File: src/verilog/osr_defs.svh
// Query selects, bit positions and reset values of the operation status bank.
`ifndef OSR_DEFS_SVH
`define OSR_DEFS_SVH

`define OSR_NUM_REGS      5
`define OSR_NUM_SENSORS   4
`define OSR_REG_W         16

// Register groups; a query select is {group, is_event}.
`define OSR_GRP_OP        3'h0
`define OSR_GRP_CAL       3'h1
`define OSR_GRP_MEAS      3'h2
`define OSR_GRP_TRG       3'h3
`define OSR_GRP_INIT      3'h4

`define OSR_SEL_OP_COND   4'h0
`define OSR_SEL_OP_EV     4'h1
`define OSR_SEL_CAL_COND  4'h2
`define OSR_SEL_CAL_EV    4'h3
`define OSR_SEL_MEAS_COND 4'h4
`define OSR_SEL_MEAS_EV   4'h5
`define OSR_SEL_TRG_COND  4'h6
`define OSR_SEL_TRG_EV    4'h7
`define OSR_SEL_INIT_COND 4'h8
`define OSR_SEL_INIT_EV   4'h9

// Top-level bit positions.
`define OSR_OP_CAL_BIT    0
`define OSR_OP_MEAS_BIT   4
`define OSR_OP_TRG_BIT    5
`define OSR_OP_INIT_BIT   10
`define OSR_OP_LLIM_BIT   11
`define OSR_OP_ULIM_BIT   12

// Sensor A..D occupy bits 1..4 of each sub-register.
`define OSR_SUB_LSB       1
`define OSR_SUB_MSB       4

// Bits that may ever be nonzero.
`define OSR_OP_MASK       16'h1C31
`define OSR_SUB_MASK      16'h001E

`define OSR_EV_RESET      16'h0000
`define OSR_INIT_PEND_RST 4'hF

`endif

File: src/verilog/osr_pkg.sv
// Types of the operation status bank.
package osr_pkg;
  typedef logic [3:0]  osr_sel_t;
  typedef logic [15:0] osr_word_t;
  // Activity state reported by each sensor, Gray coded along idle, wait, measure.
  typedef enum logic [1:0] {
    OSR_ST_IDLE    = 2'b00,
    OSR_ST_TRGWAIT = 2'b01,
    OSR_ST_MEAS    = 2'b11,
    OSR_ST_OTHER   = 2'b10
  } osr_sstate_t;
endpackage

File: src/verilog/osr_status_bank.sv
// Operation status bank: condition and latched event registers for four sensors.
`timescale 1ns/10ps
`include "osr_defs.svh"

// Summary of operation
// - Operation condition register shows operations in progress now, tracking sensor activity.
// - Operation event register latches occurrences since last read; reading clears it.
// - Top bit 0 is set while any sensor calibrates.
// - Top bit 4 is set while any sensor measures.
// - Top bit 5 is set while any sensor waits for trigger.
// - Top bit 10 is set while any sensor initialises.
// - Top bit 11 is set while a displayed value is below lower limit.
// - Top bit 12 is set while a displayed value is above upper limit.
// - Bit 15 and all unused top-level bits always read zero.
// - Calibration bits 1-4 follow sensors A-D calibrating; other bits read zero.
// - Calibration events catch start, end or both per transition filter.
// - Measurement bits 1-4 follow sensors A-D measuring.
// - Measurement events catch start, end or both per transition filter.
// - Trigger bits 1-4 show trigger wait; a trigger clears that bit.
// - Trigger events catch entering, leaving or both per transition filter.
// - Initialisation bits 1-4 follow sensors A-D initialising.
// - Initialisation starts at power-up, on attach, or on reset/preset command.
// - Initialisation events catch start, end or both per transition filter.
module osr_status_bank (
  input  wire logic                clk_sys,
  input  wire logic                rstn,
  input  wire logic [3:0]          sens_cal,
  input  wire logic [7:0]          sens_state,
  input  wire logic [3:0]          sens_init,
  input  wire logic [3:0]          sens_attach,
  input  wire logic [3:0]          trg_in,
  input  wire logic                llim_fail,
  input  wire logic                ulim_fail,
  input  wire logic                preset_cmd,
  input  wire logic [4:0][15:0]    ptr_filt,
  input  wire logic [4:0][15:0]    ntr_filt,
  input  wire logic                qry_valid,
  input  wire osr_pkg::osr_sel_t   qry_sel,
  output logic                     rsp_valid,
  output osr_pkg::osr_word_t       rsp_data
);
  import osr_pkg::*;

  localparam int SYNC_W = 26;

  logic [SYNC_W-1:0]  sync1_q;
  logic [SYNC_W-1:0]  sync2_q;
  logic [3:0]         trg_prev_q;
  logic [3:0]         attach_prev_q;
  logic [3:0]         trg_seen_q;
  logic [3:0]         trg_seen_d;
  logic [3:0]         init_pend_q;
  logic [3:0]         init_pend_d;
  logic [4:0][15:0]   cond_prev_q;
  logic [4:0][15:0]   ev_q;
  logic               rsp_valid_q;
  osr_word_t          rsp_data_q;

  wire [SYNC_W-1:0] pin_w = {ulim_fail, llim_fail, trg_in, sens_attach, sens_init, sens_state, sens_cal};

  // Pins come from the sensors' own domains; two flops before any use.
  always_ff @(posedge clk_sys) begin
    if (!rstn) begin
      sync1_q <= '0;
      sync2_q <= '0;
    end else begin
      sync1_q <= pin_w;
      sync2_q <= sync1_q;
    end
  end

  wire [3:0] cal_s    = sync2_q[3:0];
  wire [7:0] state_s  = sync2_q[11:4];
  wire [3:0] init_s   = sync2_q[15:12];
  wire [3:0] attach_s = sync2_q[19:16];
  wire [3:0] trg_s    = sync2_q[23:20];
  wire       llim_s   = sync2_q[24];
  wire       ulim_s   = sync2_q[25];

  wire [3:0] trg_rise    = trg_s & ~trg_prev_q;
  wire [3:0] attach_rise = attach_s & ~attach_prev_q;

  logic [3:0] wait_w;
  logic [3:0] meas_w;
  genvar gs;
  generate
    for (gs = 0; gs < `OSR_NUM_SENSORS; gs++) begin : g_sens
      assign wait_w[gs] = (osr_sstate_t'(state_s[2*gs+1 -: 2]) == OSR_ST_TRGWAIT);
      assign meas_w[gs] = (osr_sstate_t'(state_s[2*gs+1 -: 2]) == OSR_ST_MEAS);
    end
  endgenerate

  // A trigger masks the wait bit until the sensor's own state leaves wait.
  assign trg_seen_d = wait_w & (trg_seen_q | trg_rise);
  wire [3:0] trg_cond = wait_w & ~trg_seen_d;

  // Pending initialisation from power-up, attach or preset, until the sensor takes over or is detached.
  assign init_pend_d = (init_pend_q | attach_rise | {4{preset_cmd}}) & attach_s & ~init_s;
  wire [3:0] init_cond = init_pend_q | init_s;

  always_ff @(posedge clk_sys) begin
    if (!rstn) begin
      trg_prev_q    <= '0;
      attach_prev_q <= '0;
      trg_seen_q    <= '0;
      init_pend_q   <= `OSR_INIT_PEND_RST;
    end else begin
      trg_prev_q    <= trg_s;
      attach_prev_q <= attach_s;
      trg_seen_q    <= trg_seen_d;
      init_pend_q   <= init_pend_d;
    end
  end

  logic [4:0][15:0] cond_w;
  assign cond_w[`OSR_GRP_CAL]  = {11'h000, cal_s, 1'b0};
  assign cond_w[`OSR_GRP_MEAS] = {11'h000, meas_w, 1'b0};
  assign cond_w[`OSR_GRP_TRG]  = {11'h000, trg_cond, 1'b0};
  assign cond_w[`OSR_GRP_INIT] = {11'h000, init_cond, 1'b0};

  wire sum_cal  = |cond_w[`OSR_GRP_CAL][`OSR_SUB_MSB:`OSR_SUB_LSB];
  wire sum_meas = |cond_w[`OSR_GRP_MEAS][`OSR_SUB_MSB:`OSR_SUB_LSB];
  wire sum_trg  = |cond_w[`OSR_GRP_TRG][`OSR_SUB_MSB:`OSR_SUB_LSB];
  wire sum_init = |cond_w[`OSR_GRP_INIT][`OSR_SUB_MSB:`OSR_SUB_LSB];

  // Unused top-level bits and bit 15 stay zero.
  assign cond_w[`OSR_GRP_OP] = {3'h0, ulim_s, llim_s, sum_init, 4'h0,
                                sum_trg, sum_meas, 3'h0, sum_cal};

  wire [2:0] qry_grp = qry_sel[3:1];
  wire       qry_ev  = qry_sel[0];
  wire       qry_ok  = (qry_grp <= `OSR_GRP_INIT);

  genvar gr;
  generate
    for (gr = 0; gr < `OSR_NUM_REGS; gr++) begin : g_reg
      wire [15:0] rise_w = cond_w[gr] & ~cond_prev_q[gr];
      wire [15:0] fall_w = ~cond_w[gr] & cond_prev_q[gr];
      wire        clr_w  = qry_valid & qry_ev & (qry_grp == 3'(gr));
      // A new edge in the clearing cycle is kept: set wins over read-clear.
      wire [15:0] ev_d   = (ev_q[gr] & ~{16{clr_w}})
                         | (rise_w & ptr_filt[gr]) | (fall_w & ntr_filt[gr]);
      always_ff @(posedge clk_sys) begin
        if (!rstn) begin
          cond_prev_q[gr] <= '0;
          ev_q[gr]        <= `OSR_EV_RESET;
        end else begin
          cond_prev_q[gr] <= cond_w[gr];
          ev_q[gr]        <= ev_d;
        end
      end
    end
  endgenerate

  wire [15:0] sel_cond = qry_ok ? cond_w[qry_grp] : 16'h0000;
  wire [15:0] sel_ev   = qry_ok ? ev_q[qry_grp] : 16'h0000;
  wire [15:0] rd_w     = qry_ev ? sel_ev : sel_cond;

  always_ff @(posedge clk_sys) begin
    if (!rstn) begin
      rsp_valid_q <= 1'b0;
      rsp_data_q  <= 16'h0000;
    end else begin
      rsp_valid_q <= qry_valid;
      rsp_data_q  <= qry_valid ? rd_w : rsp_data_q;
    end
  end

  assign rsp_valid = rsp_valid_q;
  assign rsp_data  = rsp_data_q;

  AST_SUM_CAL: assert property (@(posedge clk_sys) disable iff (!rstn)
    cond_w[`OSR_GRP_OP][`OSR_OP_CAL_BIT] == (|sync2_q[3:0]))
    else $error("calibration summary bit wrong");
  AST_SUM_MEAS: assert property (@(posedge clk_sys) disable iff (!rstn)
    cond_w[`OSR_GRP_OP][`OSR_OP_MEAS_BIT] == (|meas_w))
    else $error("measurement summary bit wrong");
  AST_TRG_CLEAR: assert property (@(posedge clk_sys) disable iff (!rstn)
    (trg_rise[0] && wait_w[0]) |-> !cond_w[`OSR_GRP_TRG][1])
    else $error("trigger did not clear the wait bit");
  AST_SUM_INIT: assert property (@(posedge clk_sys) disable iff (!rstn)
    cond_w[`OSR_GRP_OP][`OSR_OP_INIT_BIT] == (|(init_pend_q | init_s)))
    else $error("initialisation summary bit wrong");
  AST_LIMITS: assert property (@(posedge clk_sys) disable iff (!rstn)
    $rose(sync1_q[24]) |=> cond_w[`OSR_GRP_OP][`OSR_OP_LLIM_BIT])
    else $error("lower limit bit late");
  AST_ULIM: assert property (@(posedge clk_sys) disable iff (!rstn)
    cond_w[`OSR_GRP_OP][`OSR_OP_ULIM_BIT] == $past(sync1_q[25]))
    else $error("upper limit bit wrong");
  AST_RESERVED: assert property (@(posedge clk_sys) disable iff (!rstn)
    ((cond_w[0] & ~`OSR_OP_MASK) == 16'h0000) && ((ev_q[1] & ~`OSR_SUB_MASK) == 16'h0000))
    else $error("unused bit set");
  AST_EV_HOLD: assert property (@(posedge clk_sys) disable iff (!rstn)
    (ev_q[1][1] && !(qry_valid && qry_sel == `OSR_SEL_CAL_EV)) |=> ev_q[1][1])
    else $error("event bit lost before read");
  AST_READ_CLR: assert property (@(posedge clk_sys) disable iff (!rstn)
    (qry_valid && qry_sel == `OSR_SEL_OP_EV && cond_w[0] == cond_prev_q[0]) |=> ev_q[0] == 16'h0000)
    else $error("event register not cleared by read");
  AST_READ_DATA: assert property (@(posedge clk_sys) disable iff (!rstn)
    (qry_valid && qry_sel == `OSR_SEL_OP_COND) |=> (rsp_valid && rsp_data == $past(cond_w[0])))
    else $error("condition read wrong");
  AST_CAL_EDGE: assert property (@(posedge clk_sys) disable iff (!rstn)
    (cond_w[1][2] && !cond_prev_q[1][2] && ptr_filt[1][2]) |=> ev_q[1][2])
    else $error("calibration start not latched");
  AST_INIT_PWR: assert property (@(posedge clk_sys)
    !rstn |=> init_pend_q == `OSR_INIT_PEND_RST)
    else $error("power-up initialisation not pending");
  AST_SUM_TRG: assert property (@(posedge clk_sys) disable iff (!rstn)
    cond_w[`OSR_GRP_OP][`OSR_OP_TRG_BIT] == (|trg_cond))
    else $error("trigger summary bit wrong");
  AST_SUM_OR: assert property (@(posedge clk_sys) disable iff (!rstn)
    cond_w[`OSR_GRP_OP][`OSR_OP_MEAS_BIT] == (|cond_w[`OSR_GRP_MEAS][4:1]))
    else $error("summary bit does not follow its sub-register");
  AST_CAL_MAP: assert property (@(posedge clk_sys) disable iff (!rstn)
    cond_w[`OSR_GRP_CAL] == {11'h000, sync2_q[3:0], 1'b0})
    else $error("calibration condition bits misplaced");
  AST_MEAS_MAP: assert property (@(posedge clk_sys) disable iff (!rstn)
    cond_w[`OSR_GRP_MEAS][4:1] == meas_w)
    else $error("measurement condition bits misplaced");
  AST_INIT_MAP: assert property (@(posedge clk_sys) disable iff (!rstn)
    (cond_w[`OSR_GRP_INIT][4:1] & init_s) == init_s)
    else $error("initialising sensor not shown");
  AST_MEAS_FALL: assert property (@(posedge clk_sys) disable iff (!rstn)
    (!cond_w[2][1] && cond_prev_q[2][1] && ntr_filt[2][1]) |=> ev_q[2][1])
    else $error("measurement end not latched");
  AST_TRG_RISE: assert property (@(posedge clk_sys) disable iff (!rstn)
    (cond_w[3][1] && !cond_prev_q[3][1] && ptr_filt[3][1]) |=> ev_q[3][1])
    else $error("trigger wait entry not latched");
  AST_INIT_RISE: assert property (@(posedge clk_sys) disable iff (!rstn)
    (cond_w[4][3] && !cond_prev_q[4][3] && ptr_filt[4][3]) |=> ev_q[4][3])
    else $error("initialisation start not latched");
  AST_RSP_PULSE: assert property (@(posedge clk_sys) disable iff (!rstn)
    qry_valid |=> rsp_valid)
    else $error("query not answered");
  AST_PRESET: assert property (@(posedge clk_sys) disable iff (!rstn)
    (preset_cmd && attach_s[2] && !init_s[2]) |=> init_pend_q[2])
    else $error("preset did not start initialisation");

  COV_TRG_SEEN: cover property (@(posedge clk_sys) disable iff (!rstn) trg_rise[0] && wait_w[0]);
  COV_EV_READ:  cover property (@(posedge clk_sys) disable iff (!rstn)
    qry_valid && qry_ev && (sel_ev != 16'h0000));
  COV_ATTACH:   cover property (@(posedge clk_sys) disable iff (!rstn) attach_rise[2]);
  COV_PRESET:   cover property (@(posedge clk_sys) disable iff (!rstn) preset_cmd && attach_s[2]);
  COV_SET_CLR:  cover property (@(posedge clk_sys) disable iff (!rstn)
    qry_valid && qry_sel == `OSR_SEL_MEAS_EV && (|(meas_w ^ cond_prev_q[2][4:1])));

endmodule

File: config.mk
export PLATFORM = sky130hd
export DESIGN_NAME = osr_status_bank
export DESIGN_NICKNAME = d
export VERILOG_FILES = /design/src/verilog/osr_pkg.sv /design/src/verilog/osr_status_bank.sv
export VERILOG_INCLUDE_DIRS = /design/src /design/src/verilog
export SDC_FILE = /design/constraint.sdc
export NUM_CORES = 1
export LEC_CHECK = 0
export BUFFER_PORTS_ARGS = -buffer_cell sky130_fd_sc_hd__buf_2
export CAP_MARGIN = 25
export CORE_UTILIZATION = 44
export CTS_CLUSTER_DIAMETER = 60
export DETAILED_ROUTE_END_ITERATION = 7
export PLACE_DENSITY = 0.77
export SYNTH_ARGS = -nofsm -noshare
export SYNTH_HDL_FRONTEND = slang
export SYNTH_SLANG_ARGS = --single-unit
File: constraint.sdc
create_clock -name clk_sys -period 2.1 [get_ports clk_sys]
set_clock_uncertainty 0.2 [all_clocks]
set_input_delay 0.105 -clock clk_sys [delete_from_list [all_inputs] [get_ports clk_sys]]
set_output_delay 0.105 -clock clk_sys [all_outputs]
set_load 0.01 [all_outputs]
==> impl_summary.log <==
INFO  metric std_cell_rows = 44
INFO  metric drt_iter0_markers = 339
INFO  metric setup-violations-final = 0
INFO  metric max_cap_viol_count = 0
INFO  metric cp-endpoint = ev_q[51]$_SDFF_PN0_
INFO  metric grt_first_pass_wirelength = 25370 um
INFO  metric num-fill-cells = 1157
INFO  metric mux_share_of_post_synthesis_cell_area = 5.549%
INFO  metric synth_enable_flop_cells = 0
INFO  metric power.static_leakage = 3.622 nW
INFO  metric ant_nets = 0
INFO  metric worst_setup_path_start_kind = primary input
INFO  metric mostFrequentLayoutCell = sky130_fd_sc_hd__dfxtp_1
INFO  metric outcome = finished, final reports clean
INFO  metric gp_congestion = between 0.8 and 0.9
INFO  metric synth.avg_cell_area = 10.66 um^2
INFO  metric buffer_ports.inserted = 94
INFO  metric initial_utilization = 45.01%
INFO  metric reg2regPathDepth = 6
INFO  metric clk_tree_root_cell = sky130_fd_sc_hd__clkbuf_16
INFO  metric clkTransAtPathRegs = 0.07 ns
INFO  metric post-route-drc-count = 0
INFO  metric chipWidth = between 100 and 150 um
INFO  metric largest_incremental_delay_on_the_critical_path = around 0.57 ns
INFO  metric floorplan.die_area = around 15000 um^2
INFO  metric worstReg2RegEnd = ev_q[0]$_SDFF_PN0_
INFO  metric layout.cells.most_common_list = 184 x sky130_fd_sc_hd__dfxtp_1, 94 x sky130_fd_sc_hd__buf_2, 92 x sky130_fd_sc_hd__and2_1, 77 x sky130_fd_sc_hd__dlygate4sd3_1, 45 x sky130_fd_sc_hd__nand2_1
INFO  metric final_area = 8563 um^2
INFO  metric grt_pass1_vias = 5259
INFO  metric syn-cell-area = ~6500 um^2
INFO  metric crit_path_end_kind = register
INFO  metric finalWirelength = between 15000 and 20000 um
INFO  metric cts-buffers-inserted = 17
INFO  metric final.setup.worst_slack = 0.1074 ns
INFO  metric vias = 5201
INFO  metric postSynthCellCount = around 600
INFO  metric post_synth_num_cell_types = roughly 50
INFO  metric worst_setup_path_class = primary input to register
INFO  metric cp-startpoint = rstn
INFO  metric peakVddDrop = 0.0006728 V
INFO  metric grt_start_max_net_pins = around 90
INFO  metric hold-worst-slack = ~0.028 ns
INFO  metric sum_neg_setup_slack = 0 ns
INFO  metric cp_slowest_cell = sky130_fd_sc_hd__dlygate4sd3_1
INFO  metric max_slew_margin = 48.56%
INFO  metric post-place-ws = 0.07983 ns
INFO  metric final_period_minus_worst_setup_slack = 1.993 ns
INFO  metric synth.yosys.seq_area_share = 57.45%
INFO  metric globalRoute.totalOverflow = 0
INFO  metric core_area = 14480 um^2
INFO  metric max_clock_freq = 501.9 MHz
INFO  metric p_per_area = about 860 nW/um^2
INFO  metric avgRoutedWirePerCell = 16.22 um
INFO  metric synth_top_family_by_area = simple AND/OR/NAND/NOR gates
INFO  metric synth_warnings = 0
INFO  metric synth-seq-cells = 187
INFO  metric grt_use_total = 22.08%
INFO  metric clock_latency = 0.43 ns
INFO  metric crit_path_max_fanout = 17
INFO  metric nets = 980
INFO  metric critical_path_arrival = around 2.2 ns
INFO  metric postSynthNetCount = between 800 and 900
INFO  metric worst-slew-pin-transition = 0.7688 ns
INFO  metric area_growth = 31.41%
INFO  metric regArea = between 3000 and 4000 um^2
INFO  metric final_max_slew_viol_count = 0
INFO  metric setup.reg_to_reg.worst_slack = roughly 0.12 ns
INFO  metric post-route-period-util = 94.89%
INFO  metric synth_simple_gate_area_share = 24.33%
INFO  metric crit_path_cell_trace = dlygate4sd3_1 -> buf_2 -> clkinv_1 -> buf_4 -> a21oi_1 -> dlygate4sd3_1
INFO  metric ctsLongestPathBuffers = 2
INFO  metric critical_path.reg2reg.startpoint = sync2_q[0]$_SDFF_PN0_
INFO  metric dpl_cell_area = 7174 um^2
INFO  metric cts_tree = built
INFO  metric ys_async_sr_fraction = 0%
INFO  metric drive_gt1_share = 21.90%
INFO  metric clock_sink_count = 187
INFO  metric required = 2.27 ns
INFO  metric die_height = 123.7 um
INFO  metric via_per_inst = around 5.3
INFO  metric synth_adder_area_share = 0%
INFO  metric timing.critical_path.mode_cell = sky130_fd_sc_hd__dlygate4sd3_1
INFO  metric hold_violations = 0
INFO  metric antennaDiodeCount = 0
INFO  metric share_of_the_synthesized_area_in_compound_gates_ao_oa_aoi_oai = 9.313%
INFO  metric synthXorXnorAreaFrac = 0%
INFO  metric drtPass1Iterations = 7
INFO  metric antenna_found_initial = 1
INFO  metric hpwlAfterDp = just over 10000 um
INFO  metric num_io_pins = 211
INFO  metric multiInputGateArea = ~2600 um^2
INFO  metric htreeDepth = 4
INFO  metric synthFlopType = sky130_fd_sc_hd__dfxtp_1
INFO  metric min_path_type = primary input to register
==> critical path: cells and delay by family <==
family	cells	cell delay [ns]
buf+inv	5	1.92
compound gates	1	0.13
==> metal layers <==
layer	vias up	wire (um)	global-route usage [%]	share of wire, %
li1	2494	-	-	-
met2	219	7819	38.23	49
met1	2448	6560	25.22	41
met3	38	1110	5.815	7.0
met5	-	13	0	0.082
met4	2	437	10.54	2.7
==> sequential cells by signal, indices dropped and copies added (netlist names) <==
| register | flops |
|---|---|
| sync2_q | 26 |
| trg_prev_q | 4 |
| rsp_valid | 1 |
| init_pend_q | 4 |
| sync1_q | 26 |
| attach_prev_q | 4 |
| ev_q | 80 |
| rsp_data | 16 |
| cond_prev_q | 22 |
| trg_seen_q | 4 |
==> area by class of cell <==
cell class	instances	share of cell area, %
sequential	187	43.76
multi-input combinational	378	30.00
timing repair buffer	191	16.25
clock buffer	18	5.129
tap	184	2.688
clock inverter	14	1.695
inverter	11	0.4822
==> metrics by stage <==
stage	instances	total power, mW	util, %
after global placement	872	4.162	49.55
after detailed placement	872	4.180	49.55
after CTS	982	7.375	58.98
after global routing	983	7.607	59.14
after floorplan	611	4.008	-
final	983	7.350	59.14
==> synth_stat cells, types with 2 or more instances <==
cell type	count	share of area, %
sky130_fd_sc_hd__nand2_1	45	2.6
sky130_fd_sc_hd__buf_4	2	0.23
sky130_fd_sc_hd__nand4_1	2	0.19
sky130_fd_sc_hd__mux4_2	14	4.8
sky130_fd_sc_hd__nor3_1	5	0.38
sky130_fd_sc_hd__nor3b_1	10	1.2
sky130_fd_sc_hd__o2111a_1	3	0.52
sky130_fd_sc_hd__nor4b_2	3	0.69
sky130_fd_sc_hd__nand3b_1	17	2.0
sky130_fd_sc_hd__o32ai_1	3	0.40
sky130_fd_sc_hd__nor2_1	37	2.1
sky130_fd_sc_hd__a21oi_1	32	2.5
sky130_fd_sc_hd__clkinv_1	2	0.12
sky130_fd_sc_hd__clkbuf_1	24	1.4
sky130_fd_sc_hd__or3_1	3	0.29
sky130_fd_sc_hd__nand2b_1	3	0.29
sky130_fd_sc_hd__and3_1	36	3.5
sky130_fd_sc_hd__mux2i_1	2	0.31
sky130_fd_sc_hd__o21ai_0	13	1.0
sky130_fd_sc_hd__o41ai_1	2	0.27
sky130_fd_sc_hd__nor4b_1	2	0.27
sky130_fd_sc_hd__buf_2	6	0.46
sky130_fd_sc_hd__nor2b_1	4	0.38
sky130_fd_sc_hd__a31oi_1	13	1.2
sky130_fd_sc_hd__inv_1	9	0.52
sky130_fd_sc_hd__nor4_1	2	0.19
sky130_fd_sc_hd__o22a_1	3	0.40
sky130_fd_sc_hd__and2_1	92	8.8
sky130_fd_sc_hd__buf_6	2	0.35
sky130_fd_sc_hd__dfxtp_1	187	57
sky130_fd_sc_hd__a222oi_1	15	2.3
==> where the power goes <==
part	switching, mW	internal [mW]
sequential	0.0510	3.65
clock	1.34	1.79
combinational	0.246	0.278
==> logic make-up after synthesis <==
kind of cell,count (synthesis)
AND/OR/NAND/NOR,271
AO/OA/AOI/OAI,90
buffers and inverters,46
multiplexers,17
flip-flops,187
==> how the worst min path moves through the flow <==
| stage | start | endpoint | slack [ns] | cells after the start |
|---|---|---|---|---|
| 2_1_floorplan | sens_cal[0] | sync1_q[0]$_SDFF_PN0_ | 0.03 | 1 |
| 3_5_place_dp | sens_cal[2] | sync1_q[2]$_SDFF_PN0_ | 0.11 | 2 |
| 5_1_grt | qry_sel[2] | rsp_data[2]$_SDFFE_PN0P_ | 0.04 | 3 |
| 3_3_place_gp | sens_cal[0] | sync1_q[0]$_SDFF_PN0_ | 0.11 | 2 |
| 4_1_cts | qry_valid | rsp_data[4]$_SDFFE_PN0P_ | 0.0008 | 4 |
| 6_report | qry_sel[3] | rsp_data[4]$_SDFFE_PN0P_ | 0.03 | 4 |
==> repair_timing <==
| action | in CTS | in global routing |
|---|---|---|
| setup buffers | 0 | 2 |
| resized for setup | 0 | 6 |
| setup endpoints to repair | 0 | 3 |
| endpoints found under the hold margin | 65 | 0 |
| hold buffers | 78 | 0 |
Power figures use the tool's default switching activity.
